===== config.mk =====
export PLATFORM = sky130hd
export DESIGN_NAME = dfc_config_bank
export DESIGN_NICKNAME = d
export VERILOG_FILES = /design/src/hw/dfc_pkg.sv /design/src/hw/dfc_pointer_tracker.sv /design/src/hw/dfc_config_bank.sv
export SDC_FILE = /design/constraint.sdc
export NUM_CORES = 1
export LEC_CHECK = 0
export BUFFER_PORTS_ARGS = -buffer_cell sky130_fd_sc_hd__buf_2
export CAP_MARGIN = 10
export CORE_MARGIN = 2
export CORE_UTILIZATION = 58
export DETAILED_ROUTE_END_ITERATION = 16
export PLACE_DENSITY = 0.79
export SYNTH_ARGS = -nofsm -noshare
export SYNTH_HDL_FRONTEND = slang
export SYNTH_SLANG_ARGS = --single-unit

===== constraint.sdc =====
create_clock -name core_clk_in -period 2.3 [get_ports core_clk_in]
set_input_delay 0.23 -clock core_clk_in [delete_from_list [all_inputs] [get_ports core_clk_in]]
set_output_delay 0.23 -clock core_clk_in [all_outputs]
set_load 0.005 [all_outputs]

===== src/hw/dfc_pkg.sv =====
// Shared constants for the converter front-end configuration register bank.
package dfc_pkg;

  // ----------------------------------------------------------------------
  // Register offsets on the serial port
  // ----------------------------------------------------------------------
  localparam logic [12:0] DFC_ADDR_POINTER_OFFSET_CONFIG  = 13'h0017;
  localparam logic [12:0] DFC_ADDR_POINTER_ALIGNMENT_FLAGS = 13'h0018;
  localparam logic [12:0] DFC_ADDR_BUFFER_FILL_LEVEL      = 13'h0019;
  localparam logic [12:0] DFC_ADDR_SIGNAL_PATH_OPTIONS    = 13'h001b;
  localparam logic [12:0] DFC_ADDR_FIRST_HALFBAND_CONFIG  = 13'h001c;
  localparam logic [12:0] DFC_ADDR_SECOND_HALFBAND_CONFIG = 13'h001d;

  // ----------------------------------------------------------------------
  // Reset values
  // ----------------------------------------------------------------------
  localparam logic [2:0] DFC_RST_POINTER_OFFSET   = 3'h4;
  localparam logic [7:0] DFC_RST_SIGNAL_PATH      = 8'he4;
  localparam logic [1:0] DFC_RST_FIRST_HB_MODE    = 2'h0;
  localparam logic [5:0] DFC_RST_SECOND_HB_MODE   = 6'h00;
  localparam logic [7:0] DFC_UNMAPPED_READ        = 8'h00;

  // ----------------------------------------------------------------------
  // Field positions
  // ----------------------------------------------------------------------
  localparam int DFC_BIT_WARN1        = 7;
  localparam int DFC_BIT_WARN2        = 6;
  localparam int DFC_BIT_SOFT_ACK     = 2;
  localparam int DFC_BIT_SOFT_REQ     = 1;
  localparam int DFC_BIT_RESET_ALIGN  = 0;
  localparam int DFC_BIT_PREMOD_SKIP  = 7;
  localparam int DFC_BIT_INVSINC_SKIP = 6;
  localparam int DFC_BIT_NCO_SKIP     = 5;
  localparam int DFC_BIT_NCO_HALF     = 3;
  localparam int DFC_BIT_PHASE_SKIP   = 2;
  localparam int DFC_BIT_LOW_SIDEBAND = 1;
  localparam int DFC_BIT_I_TO_Q       = 0;
  localparam int DFC_BIT_STAGE_SKIP   = 0;
  localparam int DFC_HB_MODE_LSB      = 1;

  // ----------------------------------------------------------------------
  // Serial frame layout and counts
  // ----------------------------------------------------------------------
  localparam int          DFC_INSTR_BITS   = 16;
  localparam int          DFC_DATA_BITS    = 8;
  localparam int          DFC_RW_BIT       = 15;
  localparam logic [4:0]  DFC_CNT_INSTR_END = 5'd15;
  localparam logic [4:0]  DFC_CNT_FRAME_END = 5'd23;
  localparam logic [4:0]  DFC_CNT_DONE      = 5'd24;
  localparam int          DFC_PTR_BITS      = 3;
  localparam int          DFC_LEVEL_BITS    = 8;

  typedef enum logic [1:0] {
    DFC_PH_INSTR = 2'b00,
    DFC_PH_DATA  = 2'b01,
    DFC_PH_DONE  = 2'b10
  } dfc_phase_e;

endpackage : dfc_pkg


===== src/hw/dfc_pointer_tracker.sv =====
// Input buffer pointer pair with alignment, fill level and near-collision flags.
module dfc_pointer_tracker
  import dfc_pkg::*;
(
  input  wire logic                      core_clk_in,
  input  wire logic                      reset_n_in,
  input  wire logic [2:0]                offset_in,
  input  wire logic                      soft_align_in,
  input  wire logic                      wr_adv_in,
  input  wire logic                      rd_adv_in,
  output logic      [DFC_PTR_BITS-1:0]   wr_ptr_out,
  output logic      [DFC_PTR_BITS-1:0]   rd_ptr_out,
  output logic      [DFC_LEVEL_BITS-1:0] level_out,
  output logic                           warn_out,
  output logic                           reset_aligned_out,
  output logic                           soft_ack_out
);

  logic                      hw_align_pending_reg;
  logic [DFC_PTR_BITS-1:0]   wr_ptr_next;
  logic [DFC_PTR_BITS-1:0]   rd_ptr_next;
  logic [DFC_PTR_BITS-1:0]   distance;
  logic [DFC_LEVEL_BITS-1:0] level_next;
  logic                      align_now;

  assign align_now = hw_align_pending_reg | soft_align_in;
  assign distance  = wr_ptr_out - rd_ptr_out;

  // Alignment restarts the read side at zero and puts the write side ahead by the offset.
  always_comb begin
    if (align_now) begin
      rd_ptr_next = '0;
      wr_ptr_next = offset_in;
    end else begin
      rd_ptr_next = rd_ptr_out + DFC_PTR_BITS'(rd_adv_in);
      wr_ptr_next = wr_ptr_out + DFC_PTR_BITS'(wr_adv_in);
    end
  end

  always_ff @(posedge core_clk_in) begin
    if (!reset_n_in) begin
      rd_ptr_out <= '0;
      wr_ptr_out <= DFC_RST_POINTER_OFFSET;
    end else begin
      rd_ptr_out <= rd_ptr_next;
      wr_ptr_out <= wr_ptr_next;
    end
  end

  // The hardware alignment runs once, on the first edge after reset release.
  always_ff @(posedge core_clk_in) begin
    if (!reset_n_in) begin
      hw_align_pending_reg <= 1'b1;
      reset_aligned_out    <= 1'b0;
    end else begin
      hw_align_pending_reg <= 1'b0;
      if (hw_align_pending_reg) begin
        reset_aligned_out <= 1'b1;
      end
    end
  end

  // The acknowledge stays set until the next reset.
  always_ff @(posedge core_clk_in) begin
    if (!reset_n_in) begin
      soft_ack_out <= 1'b0;
    end else if (soft_align_in) begin
      soft_ack_out <= 1'b1;
    end
  end

  // ----------------------------------------------------------------------
  // Fill level as a thermometer code
  // ----------------------------------------------------------------------
  for (genvar i = 0; i < DFC_LEVEL_BITS; i++) begin : g_level
    assign level_next[i] = ({1'b0, distance} > 4'(i));
  end

  // Within one position either way means distance 0, 1 or all-ones.
  always_ff @(posedge core_clk_in) begin
    if (!reset_n_in) begin
      level_out <= '0;
      warn_out  <= 1'b0;
    end else begin
      level_out <= level_next;
      warn_out  <= (distance <= 3'd1) || (distance == '1);
    end
  end

endmodule // dfc_pointer_tracker


===== src/hw/dfc_config_bank.sv =====
// Serial-port register bank for the converter front-end buffer and datapath options.
//
// What this block does
// - Buffer reset puts write ahead by offset.
// - Pointers within one raise both warnings.
// - Software request bit realigns buffer pointers.
// - Acknowledge set after software-initiated alignment.
// - Reset-aligned set after hardware reset alignment.
// - Fill level reported as thermometer code.
// - Premod, inverse sinc, NCO skips reset set.
// - NCO gain bit halves modulator NCO input.
// - Bit two skips phase and offset correction.
// - Sideband bit picks high or low image.
// - Duplicate I, ignore Q, stop Q clocks.
// - First half-band mode: upper codes modulate.
// - First half-band stage skip bit.
// - Second half-band low codes stay unmodulated.
// - Second half-band upper codes modulate.
// - Second half-band stage skip bit.
module dfc_config_bank
  import dfc_pkg::*;
(
  input  wire logic                      core_clk_in,
  input  wire logic                      reset_n_in,
  input  wire logic                      spi_sclk_in,
  input  wire logic                      spi_cs_n_in,
  input  wire logic                      spi_sdi_in,
  output logic                           spi_sdo_out,
  output logic                           spi_sdo_oe_out,
  input  wire logic                      buf_wr_adv_in,
  input  wire logic                      buf_rd_adv_in,
  output logic      [DFC_PTR_BITS-1:0]   buf_wr_ptr_out,
  output logic      [DFC_PTR_BITS-1:0]   buf_rd_ptr_out,
  output logic      [DFC_LEVEL_BITS-1:0] buf_level_out,
  output logic                           premod_skip_out,
  output logic                           inv_sinc_skip_out,
  output logic                           nco_skip_out,
  output logic                           nco_half_gain_out,
  output logic                           phase_comp_skip_out,
  output logic                           low_sideband_out,
  output logic                           i_to_q_out,
  output logic                           q_clk_en_out,
  output logic      [1:0]                first_halfband_mode_out,
  output logic                           first_halfband_modulate_out,
  output logic                           first_stage_skip_out,
  output logic      [5:0]                second_halfband_mode_out,
  output logic                           second_halfband_modulate_out,
  output logic                           second_stage_skip_out
);

  // ----------------------------------------------------------------------
  // Pin synchronisers
  // ----------------------------------------------------------------------
  logic       sclk_s1_reg;
  logic       sclk_s2_reg;
  logic       sclk_prev_reg;
  logic       cs_n_s1_reg;
  logic       cs_n_s2_reg;
  logic       sdi_s1_reg;
  logic       sdi_s2_reg;
  logic       sclk_rise;
  logic       sclk_fall;

  always_ff @(posedge core_clk_in) begin
    if (!reset_n_in) begin
      sclk_s1_reg   <= 1'b0;
      sclk_s2_reg   <= 1'b0;
      sclk_prev_reg <= 1'b0;
      cs_n_s1_reg   <= 1'b1;
      cs_n_s2_reg   <= 1'b1;
      sdi_s1_reg    <= 1'b0;
      sdi_s2_reg    <= 1'b0;
    end else begin
      sclk_s1_reg   <= spi_sclk_in;
      sclk_s2_reg   <= sclk_s1_reg;
      sclk_prev_reg <= sclk_s2_reg;
      cs_n_s1_reg   <= spi_cs_n_in;
      cs_n_s2_reg   <= cs_n_s1_reg;
      sdi_s1_reg    <= spi_sdi_in;
      sdi_s2_reg    <= sdi_s1_reg;
    end
  end

  assign sclk_rise = !cs_n_s2_reg && sclk_s2_reg && !sclk_prev_reg;
  assign sclk_fall = !cs_n_s2_reg && !sclk_s2_reg && sclk_prev_reg;

  // ----------------------------------------------------------------------
  // Serial frame: 16-bit instruction, then one data byte, MSB first
  // ----------------------------------------------------------------------
  dfc_phase_e  phase_reg;
  logic [4:0]  bit_cnt_reg;
  logic [14:0] shift_reg;
  logic        is_read_reg;
  logic [12:0] addr_reg;
  logic [7:0]  rd_shift_reg;
  logic        wr_strobe_reg;
  logic [7:0]  wr_data_reg;
  logic [7:0]  read_value;
  logic [15:0] instr_word;

  assign instr_word = {shift_reg, sdi_s2_reg};

  always_ff @(posedge core_clk_in) begin
    if (!reset_n_in || cs_n_s2_reg) begin
      phase_reg     <= DFC_PH_INSTR;
      bit_cnt_reg   <= '0;
      shift_reg     <= '0;
      is_read_reg   <= 1'b0;
      addr_reg      <= '0;
      wr_strobe_reg <= 1'b0;
      wr_data_reg   <= '0;
    end else begin
      wr_strobe_reg <= 1'b0;
      if (sclk_rise) begin
        shift_reg <= instr_word[14:0];
        case (phase_reg)
          DFC_PH_INSTR: begin
            bit_cnt_reg <= bit_cnt_reg + 5'd1;
            if (bit_cnt_reg == DFC_CNT_INSTR_END) begin
              is_read_reg <= instr_word[DFC_RW_BIT];
              addr_reg    <= instr_word[12:0];
              phase_reg   <= DFC_PH_DATA;
            end
          end
          DFC_PH_DATA: begin
            bit_cnt_reg <= bit_cnt_reg + 5'd1;
            if (bit_cnt_reg == DFC_CNT_FRAME_END) begin
              phase_reg     <= DFC_PH_DONE;
              wr_strobe_reg <= !is_read_reg;
              wr_data_reg   <= instr_word[7:0];
            end
          end
          DFC_PH_DONE: begin
            bit_cnt_reg <= DFC_CNT_DONE;
          end
          default: begin
            phase_reg <= DFC_PH_INSTR;
          end
        endcase
      end
    end
  end

  // Read data is shifted out on falling edges so the master samples it on the next rise.
  always_ff @(posedge core_clk_in) begin
    if (!reset_n_in || cs_n_s2_reg) begin
      rd_shift_reg   <= '0;
      spi_sdo_out    <= 1'b0;
      spi_sdo_oe_out <= 1'b0;
    end else if (phase_reg == DFC_PH_INSTR) begin
      rd_shift_reg <= read_value;
    end else if (sclk_fall && phase_reg == DFC_PH_DATA && is_read_reg) begin
      spi_sdo_out    <= rd_shift_reg[7];
      spi_sdo_oe_out <= 1'b1;
      rd_shift_reg   <= {rd_shift_reg[6:0], 1'b0};
    end
  end

  // ----------------------------------------------------------------------
  // Writable registers
  // ----------------------------------------------------------------------
  logic [2:0] pointer_offset_reg;
  logic       soft_req_reg;
  logic       sel_offset;
  logic       sel_flags;
  logic       sel_path;
  logic       sel_hb1;
  logic       sel_hb2;

  assign sel_offset = wr_strobe_reg && addr_reg == DFC_ADDR_POINTER_OFFSET_CONFIG;
  assign sel_flags  = wr_strobe_reg && addr_reg == DFC_ADDR_POINTER_ALIGNMENT_FLAGS;
  assign sel_path   = wr_strobe_reg && addr_reg == DFC_ADDR_SIGNAL_PATH_OPTIONS;
  assign sel_hb1    = wr_strobe_reg && addr_reg == DFC_ADDR_FIRST_HALFBAND_CONFIG;
  assign sel_hb2    = wr_strobe_reg && addr_reg == DFC_ADDR_SECOND_HALFBAND_CONFIG;

  always_ff @(posedge core_clk_in) begin
    if (!reset_n_in) begin
      pointer_offset_reg <= DFC_RST_POINTER_OFFSET;
    end else if (sel_offset) begin
      pointer_offset_reg <= wr_data_reg[2:0];
    end
  end

  // The request is consumed the cycle after it is stored; a fresh write wins over the clear.
  always_ff @(posedge core_clk_in) begin
    if (!reset_n_in) begin
      soft_req_reg <= 1'b0;
    end else if (sel_flags && wr_data_reg[DFC_BIT_SOFT_REQ]) begin
      soft_req_reg <= 1'b1;
    end else begin
      soft_req_reg <= 1'b0;
    end
  end

  always_ff @(posedge core_clk_in) begin
    if (!reset_n_in) begin
      premod_skip_out     <= DFC_RST_SIGNAL_PATH[DFC_BIT_PREMOD_SKIP];
      inv_sinc_skip_out   <= DFC_RST_SIGNAL_PATH[DFC_BIT_INVSINC_SKIP];
      nco_skip_out        <= DFC_RST_SIGNAL_PATH[DFC_BIT_NCO_SKIP];
      nco_half_gain_out   <= DFC_RST_SIGNAL_PATH[DFC_BIT_NCO_HALF];
      phase_comp_skip_out <= DFC_RST_SIGNAL_PATH[DFC_BIT_PHASE_SKIP];
      low_sideband_out    <= DFC_RST_SIGNAL_PATH[DFC_BIT_LOW_SIDEBAND];
      i_to_q_out          <= DFC_RST_SIGNAL_PATH[DFC_BIT_I_TO_Q];
      q_clk_en_out        <= !DFC_RST_SIGNAL_PATH[DFC_BIT_I_TO_Q];
    end else if (sel_path) begin
      premod_skip_out     <= wr_data_reg[DFC_BIT_PREMOD_SKIP];
      inv_sinc_skip_out   <= wr_data_reg[DFC_BIT_INVSINC_SKIP];
      nco_skip_out        <= wr_data_reg[DFC_BIT_NCO_SKIP];
      nco_half_gain_out   <= wr_data_reg[DFC_BIT_NCO_HALF];
      phase_comp_skip_out <= wr_data_reg[DFC_BIT_PHASE_SKIP];
      low_sideband_out    <= wr_data_reg[DFC_BIT_LOW_SIDEBAND];
      i_to_q_out          <= wr_data_reg[DFC_BIT_I_TO_Q];
      q_clk_en_out        <= !wr_data_reg[DFC_BIT_I_TO_Q];
    end
  end

  // The modulate flags are the top mode bit: upper codes shift by the stage input rate.
  always_ff @(posedge core_clk_in) begin
    if (!reset_n_in) begin
      first_halfband_mode_out     <= DFC_RST_FIRST_HB_MODE;
      first_halfband_modulate_out <= DFC_RST_FIRST_HB_MODE[1];
      first_stage_skip_out        <= 1'b0;
    end else if (sel_hb1) begin
      first_halfband_mode_out     <= wr_data_reg[DFC_HB_MODE_LSB +: 2];
      first_halfband_modulate_out <= wr_data_reg[DFC_HB_MODE_LSB + 1];
      first_stage_skip_out        <= wr_data_reg[DFC_BIT_STAGE_SKIP];
    end
  end

  always_ff @(posedge core_clk_in) begin
    if (!reset_n_in) begin
      second_halfband_mode_out     <= DFC_RST_SECOND_HB_MODE;
      second_halfband_modulate_out <= DFC_RST_SECOND_HB_MODE[5];
      second_stage_skip_out        <= 1'b0;
    end else if (sel_hb2) begin
      second_halfband_mode_out     <= wr_data_reg[DFC_HB_MODE_LSB +: 6];
      second_halfband_modulate_out <= wr_data_reg[DFC_HB_MODE_LSB + 5];
      second_stage_skip_out        <= wr_data_reg[DFC_BIT_STAGE_SKIP];
    end
  end

  // ----------------------------------------------------------------------
  // Buffer pointer tracking
  // ----------------------------------------------------------------------
  logic buf_warn;
  logic reset_aligned;
  logic soft_ack;

  dfc_pointer_tracker u_tracker (
    .core_clk_in       (core_clk_in),
    .reset_n_in        (reset_n_in),
    .offset_in         (pointer_offset_reg),
    .soft_align_in     (soft_req_reg),
    .wr_adv_in         (buf_wr_adv_in),
    .rd_adv_in         (buf_rd_adv_in),
    .wr_ptr_out        (buf_wr_ptr_out),
    .rd_ptr_out        (buf_rd_ptr_out),
    .level_out         (buf_level_out),
    .warn_out          (buf_warn),
    .reset_aligned_out (reset_aligned),
    .soft_ack_out      (soft_ack)
  );

  // ----------------------------------------------------------------------
  // Readback; warning, acknowledge and reset-aligned bits come from the tracker and ignore writes
  // ----------------------------------------------------------------------
  always_comb begin
    read_value = DFC_UNMAPPED_READ;
    case (instr_word[12:0])
      DFC_ADDR_POINTER_OFFSET_CONFIG: begin
        read_value = {5'h00, pointer_offset_reg};
      end
      DFC_ADDR_POINTER_ALIGNMENT_FLAGS: begin
        read_value = DFC_UNMAPPED_READ;
        read_value[DFC_BIT_WARN1]       = buf_warn;
        read_value[DFC_BIT_WARN2]       = buf_warn;
        read_value[DFC_BIT_SOFT_ACK]    = soft_ack;
        read_value[DFC_BIT_SOFT_REQ]    = soft_req_reg;
        read_value[DFC_BIT_RESET_ALIGN] = reset_aligned;
      end
      DFC_ADDR_BUFFER_FILL_LEVEL: begin
        read_value = buf_level_out;
      end
      DFC_ADDR_SIGNAL_PATH_OPTIONS: begin
        read_value = {premod_skip_out, inv_sinc_skip_out, nco_skip_out, 1'b0,
                      nco_half_gain_out, phase_comp_skip_out, low_sideband_out, i_to_q_out};
      end
      DFC_ADDR_FIRST_HALFBAND_CONFIG: begin
        read_value = {5'h00, first_halfband_mode_out, first_stage_skip_out};
      end
      DFC_ADDR_SECOND_HALFBAND_CONFIG: begin
        read_value = {1'b0, second_halfband_mode_out, second_stage_skip_out};
      end
      default: begin
        read_value = DFC_UNMAPPED_READ;
      end
    endcase
  end

endmodule // dfc_config_bank


Word level (Yosys, flattened, before mapping). Cells that the tools add are included.

Register bits after elaboration: 104. Output and inout port bits: 36. Logic and storage cells: 119.

Add/subtract/negate cells: 4. Order comparisons: 8. Eq/ne operators: 18. Mux-type cells: 10. Bitwise logic cells: 7. Reductions and logical operators: 31.

Operators by type and width (number): 13-bit by 5-bit equality test with 1-bit output, second input constant (11); 8-bit case mux with 6 select lines (1); 8-bit two-way mux (2); 1-bit logical AND (12); 5-bit case mux with 2 select lines (1); 3-bit > comparator, second input constant (3); 3-bit by 1-bit adder with 3-bit output (2); 3-bit by 1-bit > comparator with 1-bit output, second input constant (2); 3-bit by 2-bit > comparator with 1-bit output, second input constant (2); 1-bit logical NOT (6); 1-bit inverter (6); 2-bit case mux with 3 select lines (1); 3-bit AND reduction (2); 5-bit by 1-bit adder with 5-bit output, second input constant (1); 5-bit by 4-bit equality test with 1-bit output, second input constant (1); 5-bit equality test, second input constant (1); 2-bit two-way mux (2); 2-bit inequality test, second input constant (2); 2-bit AND reduction (2); 4-bit AND reduction (1); 2-bit nonzero test (2); 2-bit OR reduction (2); 4-bit OR reduction (1); 3-bit equality test, second input constant (1); 9 further kinds (11).

Longest topological paths before layout. Gate-level depths: netlist (run 1).

Word-level depth: 7. Mapped depth: 9. Gate-level depth less buffers: 9.

Modules after synthesis. Synthesis (run 1) repeated with hierarchy kept, for this count alone.

Cell total of the unflattened synthesis: 460. Area, all modules: 4260.3 µm².

By module, submodules not included: dfc_config_bank (instances 1, cells an instance 396, area each 3611.0 µm², seq. area each 1681.6 µm²); dfc_pointer_tracker (instances 1, cells an instance 64, area each 649.4 µm², seq. area each 340.3 µm²).

Worst setup path after synthesis (run 1). OpenSTA, ideal clock, no wires.

Path kind: reg2reg. From: reg shift_reg[4]. To: reg rd_shift_reg[6]. Library setup time: 0.075 ns. Arrival: 1.908 ns. Data required time: 2.225 ns. Path slack: 0.317 ns. Cell stages (with the launch flop): 5. Cell sequence: dfxtp_1 > or4b_1 > or3b_1 > or4_4 > a22oi_2.

Word-level cells in the longest chain between the ends: 3. Elaborated cells on any way between the ends: 8. Those cells by class: eq/ne (6); mux (2).

Ends and longest elaborated chain: start, declared (line dfc_config_bank.sv:92) `logic [14:0] shift_reg;`; start signal, assigned (line dfc_config_bank.sv:115) `shift_reg <= instr_word[14:0];`; 13-bit by 5-bit equality test with 1-bit output (line dfc_config_bank.sv:269) `case (instr_word[12:0])`; 8-bit case mux with 6 select lines (*) (line dfc_config_bank.sv:269); 8-bit two-way mux (*) (line dfc_config_bank.sv:150) `end else if (phase_reg == DFC_PH_INSTR) begin`; end signal, assigned (line dfc_config_bank.sv:151) `rd_shift_reg <= read_value;`; end signal, assigned (line dfc_config_bank.sv:155) `rd_shift_reg <= {rd_shift_reg[6:0], 1'b0};`; end, declared (line dfc_config_bank.sv:95) `logic [7:0] rd_shift_reg;`.

Every way passes the cells marked *; elsewhere a longest branch is shown, timed or not. A chain may end at the register's enable or synchronous reset.

Final worst setup path (run 1).
From: reg addr_reg[5]. To: reg premod_skip_out.

Word-level cells in the longest chain between the ends: 2.

Ends and longest elaborated chain: start, declared (line dfc_config_bank.sv:94) `logic [12:0] addr_reg;`; start signal, assigned (line dfc_config_bank.sv:121) `addr_reg <= instr_word[12:0];`; 13-bit by 5-bit equality test with 1-bit output (line dfc_config_bank.sv:172) `assign sel_path = wr_strobe_reg && addr_reg == DFC_ADDR_SIGNAL_PATH_OPTIONS;`; 1-bit logical AND (line dfc_config_bank.sv:172); end signal, assigned (line dfc_config_bank.sv:197) `premod_skip_out <= DFC_RST_SIGNAL_PATH[DFC_BIT_PREMOD_SKIP];`; end signal, assigned (line dfc_config_bank.sv:206) `premod_skip_out <= wr_data_reg[DFC_BIT_PREMOD_SKIP];`; end, declared (line dfc_config_bank.sv:35) `output logic premod_skip_out,`.

Every way passes these cells.

==> results_dict.tcl, run 1 <==
set metrics [dict create \
    ant_nets 0 \
    fin_nets 512 \
    yosys.area.top_type "dfxtp_1" \
    largest_register_ff_count 15 \
    cp.arrival_ns 2.41 \
    cts_tree "yes" \
    crit_required_ns 2.55 \
    vias_per_cell 5.667 \
    synth_top_area_frac 0.4910 \
    synth_common_cells "dfxtp_1, nand2_1, nor2_1" \
    placed_cell_area_um2 4409 \
    cts_max_level 3 \
    final_max_slew_viol_count 0 \
    grt_pass1_vias 3226 \
    maxSlewHeadroom 0.4952 \
    die_y_um 88.26 \
    diodes 0 \
    grt_antenna_before_repair 0 \
    period_share 0.9376 \
    async_reset_ff_frac 0 \
    postCtsHoldBufs 0 \
    area_growth_pct 11.85 \
    worst_pin_slew_ns 0.7562 \
    core_area_um2 6832 \
    grt.overflow.total 0 \
    cts_buffers 9 \
    synth_flop_cell "dfxtp_1" \
    peakVddDrop_mv 0.5145 \
    synth_cell_type_count 51 \
    hold_ws_ns 0.04160 \
    post_cts_buffers 0 \
    rsz0062_at_grt "false" \
    io_pins 43 \
    clk_latency_ns 0.37 \
    ys_warn_count 0 \
    critPathLaunchType "flip-flop" \
    drt_drc_violations_left 0 \
    initial_utilization 0.6027 \
    wl_per_cell_um 15.52 \
    globalplace.congestion 0.8656 \
    rows 30 \
    die_x_um 88.26 \
    drive_above_1_share 0.1653 \
    finalSetupViolCount 0 \
    synth_edf_count 0 \
    fin_crit_ns 2.156 \
    fmax_mhz 463.7 \
    wl_mm 9.283 \
    end_kind "flip-flop" \
    syn_area_per_cell_um2 8.855 \
    maxCapViolCount 0 \
    numClockSinks 101 \
    port_buffers 41 \
    hold_violations 0 \
    synth_area_leaders "dfxtp_1, mux2i_1, nand2_1" \
    worstPathMaxFanout 9 \
    synth.most_common_cell "dfxtp_1" \
    hpwl_mm 6.560 \
    grt_max_degree 36 \
    path_class "reg2reg" \
    die_area_um2 7790 \
    holdCritPathClass "in2reg" \
    ys_seq_area_frac 0.4910 \
    final_area_um2 4606 \
    tns_ns 0 \
    synth_area_um2 4118 \
    track_usage 0.2589 \
    syn_inst 465 \
    num_vias 3389 \
    power_density_nw_per_um2 650.2 \
    fillerInstances 584 \
    cts_resized 0 \
    status "completed" \
    syn_nets 480 \
    clk_pin_slew_ns 0.09 \
    fin_skew_ns 0.008796 \
    cts_buffer_depth 2 \
    dr.pass1.iters 5 \
    synth-seq-cells 101 \
    grt_pass1_wl_mm 15.44 \
    detail_route.iter0.violations 220 \
    p_leak_nw 1.803 \
    cts-root-buf "clkbuf_8" \
]
## worst max-delay path, stage by stage (launching register included)
cell	delay, ns
dfxtp_1	0.32
nor4b_1	0.31
nand4b_1	0.26
or4_1	0.80
mux2i_1	0.28
nand2_1	0.07
## cells by family (layout without fill, tap and decap cells)
family	Yosys count	after routing	synth area share
AOI/OAI and AO/OA	77	77	0.1100
xor gates and xnor gates	4	4	0.008510
adders and majority gates	8	8	0.02613
buffers and inverters	44	81	0.04284
DFF	101	101	0.4910
muxes	41	41	0.1045
other	1	1	0.0009107
and+or+nand+nor	189	189	0.2160
## report_power, final
group	internal [W]	switching, W
clock network	0.000506	0.000614
logic	0.0000359	0.0000537
registers	0.00177	0.0000171
total	0.00231	0.000685
## layout by cell type (no fill, tap or decap), types with 6 or more instances in the layout
cell type  instances
nor3_1             8
mux2_2             6
nand2b_1           6
buf_2             41
nand2_1           84
clkbuf_8           9
a21oi_1           41
nor2_1            46
dfxtp_1          101
buf_4             12
o21ai_0           11
mux2i_1           34
inv_1             12
ha_1               7
## cell type report
class | count | area, um^2 | area share
clock inverter | 7 | 72.57 | 0.01576
multi-input combinational | 320 | 1927 | 0.4184
inverter | 12 | 45.04 | 0.009780
sequential | 101 | 2022 | 0.4390
timing repair buffer | 53 | 295.3 | 0.06411
tap | 96 | 120.1 | 0.02608
clock buffer | 9 | 123.9 | 0.02689
## path summary, 6_finish.rpt
kind          startpoint              end  slack (ns)  cells after the start
max reg2reg  addr_reg[5]  premod_skip_out        0.14                      5
min          spi_cs_n_in      cs_n_s1_reg        0.04                      2
max          addr_reg[5]  premod_skip_out        0.14                      5
min reg2reg  cs_n_s1_reg      cs_n_s2_reg        0.43                      1
## stage by stage
step / cells / setup slack (ns) / utilization / total power, W
4_1_cts: 598 / 0.1529 / 0.6742 / 0.003007
3_3_place_gp: 582 / 0.2703 / 0.6454 / 0.001912
5_1_grt: 598 / 0.001460 / 0.6742 / 0.003088
2_1_floorplan: 465 / 0.3168 / - / 0.001879
6_report: 598 / 0.1435 / 0.6742 / 0.002995
3_5_place_dp: 582 / 0.1650 / 0.6454 / 0.001915
## per-layer routing
| layer | up-vias | share of wire | track usage |
|---|---|---|---|
| li1 | 1654 | - | - |
| met1 | 1597 | 0.46 | 0.3625 |
| met2 | 121 | 0.46 | 0.3944 |
| met3 | 17 | 0.058 | 0.05784 |
| met4 | 0 | 0.020 | 0.09642 |
| met5 | - | 0 | 0 |
Power figures use the tool's default switching activity.
==> run 2, diff against run 1 <==
--- a/config.mk
+++ b/config.mk
@@ -5,12 +5,13 @@
 export SDC_FILE = /design/constraint.sdc
 export NUM_CORES = 1
 export LEC_CHECK = 0
+export ABC_AREA = 1
 export BUFFER_PORTS_ARGS = -buffer_cell sky130_fd_sc_hd__buf_2
 export CAP_MARGIN = 10
 export CORE_MARGIN = 2
 export CORE_UTILIZATION = 58
 export DETAILED_ROUTE_END_ITERATION = 16
-export PLACE_DENSITY = 0.79
+export PLACE_DENSITY = 0.78
 export SYNTH_ARGS = -nofsm -noshare
 export SYNTH_HDL_FRONTEND = slang
 export SYNTH_SLANG_ARGS = --single-unit
==> results_dict.tcl, run 2 <==
set metrics [dict create \
    synth_common_cells "dfxtp_1, nand2_1, nor2_1" \
    synth_area_leaders "dfxtp_1, nand2_1, nor2_1" \
    holdCritPathClass "in2reg" \
    ant_nets 0 \
    max_stage_delay_ns 0.38 \
    worstPathMaxFanout 23 \
    io_pins 43 \
    layout_commonest_cell "dfxtp_1" \
    area_growth_pct 9.792 \
    synth-xor-area-share 0.007993 \
    clk_latency_ns 0.36 \
    cp.arrival_ns 2.09 \
    detail_route.iter0.violations 195 \
    status "completed" \
    final_max_slew_viol_count 0 \
    crit_required_ns 2.60 \
    drive_above_1_share 0.1766 \
    num_vias 3665 \
    critPathLaunchType "flip-flop" \
    place_ws_ns 0.5287 \
    die_x_um 90.93 \
    grt_pass1_vias 3346 \
    async_reset_ff_frac 0 \
    fin_nets 616 \
    synth_cell_type_count 42 \
    end_kind "flip-flop" \
    post_cts_buffers 0 \
    rows 31 \
    dr.pass1.iters 5 \
    drt_drc_violations_left 0 \
    yosys.area.top_type "dfxtp_1" \
    yosys-mux-area-fraction 0 \
    final_cell_mix "dfxtp_1, nand2_1, nor2_1, inv_1, o21ai_0" \
    synthAdderAreaFrac 0.02455 \
    numClockSinks 101 \
    grt.overflow.total 0 \
    path_class "reg2reg" \
    largest_register_ff_count 15 \
    diodes 0 \
    place_inst 689 \
    rr_worst_depth 9 \
    rr_endpoint "addr_reg[2]" \
    grt_antenna_before_repair 0 \
    fin_crit_ns 1.790 \
    cts-root-buf "clkbuf_8" \
    rsz0062_at_grt "false" \
    cts_buffers 9 \
    cts_max_level 3 \
    cts_tree "yes" \
    globalplace.congestion 0.8478 \
    syn_area_per_cell_um2 7.771 \
    vias_per_cell 5.199 \
    maxCapViolCount 0 \
    synthSimpleGateAreaFrac 0.2489 \
    critical_path.slowest_cell "dfxtp_1" \
    die_y_um 90.93 \
    final_util 0.6599 \
    crit_chain "ha_1 > nand2_1 > nor2_1 > ha_1 > a21oi_1 > nor4_4 > buf_4 > o21ai_0 > a21oi_1" \
    hp-start "spi_sclk_in" \
    synth_edf_count 0 \
    hold_ws_ns 0.04075 \
    synth-compound-area-share 0.1679 \
    syn_inst 564 \
    grt_max_degree 36 \
    worstHoldPathCells 3 \
    hold_path_end "sclk_s1_reg" \
    port_buffers 41 \
    synth.most_common_cell "dfxtp_1" \
    synth_top_family_by_area "simple AND/OR/NAND/NOR gates" \
    grt-busiest-layer "met2" \
    wl_per_cell_um 13.31 \
    fmax_mhz 558.5 \
    synth_flop_cell "dfxtp_1" \
    period_share 0.7784 \
    initial_utilization 0.6011 \
    timing.reg2reg.setup_slack_ns 0.51 \
    clk_pin_slew_ns 0.10 \
    synth_area_um2 4383 \
    setup_ws_ns 0.5096 \
    rr_startpoint "bit_cnt_reg[0]" \
    synth_top_area_frac 0.4613 \
    fin_skew_ns 0.008333 \
    tns_ns 0 \
    grt_pass1_wl_mm 15.87 \
    grt.met2_usage 0.3765 \
    cts_resized 0 \
    hold_violations 0 \
    syn_nets 579 \
    finalNonFillerCells 705 \
    power_density_nw_per_um2 609.0 \
    ys_warn_count 0 \
    synth-seq-cells 101 \
    track_usage 0.2367 \
    peakVddDrop_mv 0.3411 \
    met3_usage 0.06390 \
    postCtsHoldBufs 0 \
    p_leak_nw 2.072 \
    die_area_um2 8268 \
    finalSetupViolCount 0 \
    cts_buffer_depth 2 \
    wl_mm 9.386 \
    core_area_um2 7292 \
    hpwl_mm 6.886 \
    ys_seq_area_frac 0.4613 \
    use_met1 0.3192 \
]
==> run 2: cell types whose count changed in the layout (fill, tap and decap cells not counted), moves of 7 or more <==
cell,change
mux2i_1,-34
nor2_1,+26
inv_2,+7
inv_1,+56
nand3_1,+18
buf_4,-8
o21ai_0,+39
o21ai_1,+8
a21oi_1,+7
a21oi_2,+7
==> run 2: per-stage QoR <==
step	cell area (um^2)	total power [W]
6_report	4812	0.002930
3_3_place_gp	4636	0.001931
2_1_floorplan	4383	0.001896
3_5_place_dp	4636	0.001936
4_1_cts	4812	0.002949
5_1_grt	4812	0.003029
==> run 2: worst max-delay path by stage <==
stage                         from      endpoint  slack, ns  cells past startpoint
floorplan           bit_cnt_reg[0]  addr_reg[10]       0.72                      9
global placement    bit_cnt_reg[0]   addr_reg[1]       0.58                      9
detailed placement  bit_cnt_reg[0]   addr_reg[2]       0.53                      9
CTS                 bit_cnt_reg[0]   addr_reg[2]       0.50                      9
global route        bit_cnt_reg[0]   addr_reg[2]       0.30                      9
finish              bit_cnt_reg[0]   addr_reg[2]       0.51                      9
==> run 2: logic make-up (layout without fill, tap and decap cells) <==
| group | after synthesis | after routing |
|---|---|---|
| and+or+nand+nor | 224 | 224 |
| AOI/OAI and AO/OA | 132 | 132 |
| DFF | 101 | 101 |
| buffers and inverters | 94 | 136 |
| adders and majority gates | 8 | 8 |
| xor gates and xnor gates | 4 | 4 |
| other | 1 | 1 |
==> run 2: critical path, delay by kind of cell, from the launching register on <==
| family | cells | cell delay (ns) |
|---|---|---|
| adders and majority gates | 2 | 0.34 |
| and+or+nand+nor | 3 | 0.34 |
| buffers and inverters | 1 | 0.32 |
| DFF | 1 | 0.38 |
| AOI/OAI and AO/OA | 3 | 0.34 |
==> run 2: cell type report <==
type	count	area [um^2]
clock buffer	11	141.4
clock inverter	5	35.03
fill	664	2480
inverter	75	281.5
multi-input combinational	369	1973
sequential	101	2022
tap	99	123.9
timing repair buffer	45	235.2
==> run 2: metal layers <==
layer | routed length [um] | vias up
li1 | - | 1891
met1 | 4316 | 1655
met2 | 4365 | 109
met3 | 602 | 10
met4 | 101 | 0
met5 | 0 | -
==> run 2: report_power, final <==
part | leakage (nW) | total (W) | internal [W] | switching, W
clock network | 0.0897 | 0.00104 | 0.000426 | 0.000609
registers | 0.818 | 0.00179 | 0.00177 | 0.0000172
logic | 1.16 | 0.000107 | 0.0000405 | 0.0000662
total | 2.07 | 0.00293 | 0.00224 | 0.000692
==> run 3, diff against run 2 <==
--- a/config.mk
+++ b/config.mk
@@ -5,13 +5,13 @@
 export SDC_FILE = /design/constraint.sdc
 export NUM_CORES = 1
 export LEC_CHECK = 0
-export ABC_AREA = 1
+export ABC_AREA = 0
 export BUFFER_PORTS_ARGS = -buffer_cell sky130_fd_sc_hd__buf_2
 export CAP_MARGIN = 10
 export CORE_MARGIN = 2
 export CORE_UTILIZATION = 58
 export DETAILED_ROUTE_END_ITERATION = 16
-export PLACE_DENSITY = 0.78
+export PLACE_DENSITY = 0.79
 export SYNTH_ARGS = -nofsm -noshare
 export SYNTH_HDL_FRONTEND = slang
 export SYNTH_SLANG_ARGS = --single-unit
==> constraint.sdc (replaced) <==
create_clock -name core_clk_in -period 1.8 [get_ports core_clk_in]
set_input_delay 0.18 -clock core_clk_in [delete_from_list [all_inputs] [get_ports core_clk_in]]
set_output_delay 0.18 -clock core_clk_in [all_outputs]
set_load 0.005 [all_outputs]
==> results_dict.tcl, run 3 (synthesis gave the netlist of run 1 again) <==
set metrics [dict create \
    crit_chain "or4b_4 > or3b_4 > or4_4 > o22ai_1" \
    core_area_um2 6832 \
    place_ws_ns -0.1362 \
    final_util 0.7240 \
    clk_pin_slew_ns 0.09 \
    drive_above_1_share 0.2528 \
    path_delay_family "simple AND/OR/NAND/NOR gates" \
    hp-start "spi_sclk_in" \
    cts_buffer_depth 2 \
    initial_utilization 0.6027 \
    globalplace.congestion 0.8883 \
    worstPathMaxFanout 4 \
    tns_ns -1.873 \
    grt_max_degree 37 \
    use_met1 0.3668 \
    ant_nets 0 \
    drt_drc_violations_left 0 \
    maxCapViolCount 0 \
    finalSetupViolCount 22 \
    die_area_um2 7790 \
    ff_latch_area_um2 2027 \
    fin_crit_ns 1.937 \
    cts_tree "yes" \
    cts_buffers 9 \
    rr_worst_depth 4 \
    max_stage_delay_ns 0.54 \
    timing.reg2reg.setup_slack_ns -0.14 \
    cp.arrival_ns 2.22 \
    detail_route.iter0.violations 296 \
    crit_required_ns 2.09 \
    rsz0062_at_grt "true" \
    hold_violations 0 \
    fin_skew_ns 0.009311 \
    grt_antenna_before_repair 0 \
    period_share 1.076 \
    multiInputGateArea_um2 2037 \
    port_buffers 41 \
    met3_usage 0.06996 \
    status "complete, but fails checks" \
    io_pins 43 \
    hold_ws_ns 0.02175 \
    violations "negative setup slack" \
    hpwl_mm 6.986 \
    holdCritPathClass "in2reg" \
    power_density_nw_per_um2 756.1 \
    rr_startpoint "shift_reg[6]" \
    grt-busiest-layer "met2" \
    die_y_um 88.26 \
    grt_pass1_vias 3359 \
    grt_pass1_wl_mm 16.12 \
    setup_ws_ns -0.1371 \
    rows 30 \
    wl_mm 10.16 \
    p_leak_nw 1.965 \
    fmax_mhz 516.2 \
    end_kind "flip-flop" \
    largest_register_ff_count 15 \
    worstHoldPathCells 2 \
    dr.pass1.iters 6 \
    grt.overflow.total 0 \
    fillerInstances 531 \
    layout_commonest_cell "dfxtp_1" \
    worstSetupPathDepth 4 \
    fin_nets 540 \
    final_max_slew_viol_count 0 \
    hold_path_end "sclk_s1_reg" \
    numClockSinks 101 \
    path_buf_inv 0 \
    area_growth_pct 20.12 \
    die_x_um 88.26 \
    peakVddDrop_mv 0.6331 \
    track_usage 0.2682 \
    final_cell_mix "dfxtp_1, nand2_1, nor2_1, buf_2, a21oi_1" \
    critical_path.slowest_cell "or4b_4" \
    cts-root-buf "clkbuf_8" \
    num_vias 3529 \
    diodes 0 \
    cts_max_level 3 \
    critPathLaunchType "flip-flop" \
    wl_per_cell_um 16.23 \
    vias_per_cell 5.637 \
    path_class "reg2reg" \
    grt.met2_usage 0.4211 \
    rr_endpoint "rd_shift_reg[0]" \
    clk_latency_ns 0.36 \
]
==> run 3: worst reg2reg max path, cell delays in order, from the launching register on <==
cell and delay, ns:
dfxtp_2 0.33, or4b_4 0.54, or3b_4 0.40, or4_4 0.46
o22ai_1 0.14
==> run 3: how the worst max path moves through the flow <==
stage | from | end
finish | shift_reg[6] | rd_shift_reg[0]
global route | addr_reg[11] | inv_sinc_skip_out
global placement | shift_reg[6] | rd_shift_reg[6]
floorplan | shift_reg[6] | rd_shift_reg[6]
detailed placement | addr_reg[8] | phase_comp_skip_out
CTS | shift_reg[6] | rd_shift_reg[6]
==> run 3: routing by layer <==
layer	routed length, um	vias to the layer above
met1	4331	1684
met5	0	-
met3	786	22
met4	174	0
li1	-	1700
met2	4865	123
==> run 3: stage by stage <==
| step | total power [W] | instances | area [um^2] |
|---|---|---|---|
| 2_1_floorplan | 0.002401 | 465 | 4129 |
| 5_1_grt | 0.003863 | 626 | 4946 |
| 3_5_place_dp | 0.002455 | 606 | 4624 |
| 3_3_place_gp | 0.002448 | 606 | 4624 |
| 4_1_cts | 0.003733 | 624 | 4866 |
| 6_report | 0.003739 | 626 | 4946 |
==> run 3: report_power, final <==
part           leakage [nW]  switching, W  internal (W)
combinational          1.06     0.0000847     0.0000643
clock                0.0897      0.000768      0.000544
sequential            0.820     0.0000188       0.00226
total                  1.96      0.000872       0.00287
==> run 3: what timing repair did <==
| action | CTS | global route |
|---|---|---|
| hold buffers | 1 | 1 |
| pin swaps | 6 | 9 |
| gates resized for setup | 11 | 18 |
| hold endpoints to repair | 1 | 1 |
| setup endpoints to repair | 28 | 39 |
| cloned | 0 | 1 |
| setup buffers | 1 | 1 |
==> run 3: area by class of cell <==
| cell class | count | area share |
|---|---|---|
| inverter | 12 | 0.009107 |
| timing repair buffer | 81 | 0.1093 |
| tap | 96 | 0.02429 |
| clock buffer | 11 | 0.02859 |
| clock inverter | 5 | 0.007083 |
| multi-input combinational | 320 | 0.4118 |
| sequential | 101 | 0.4098 |
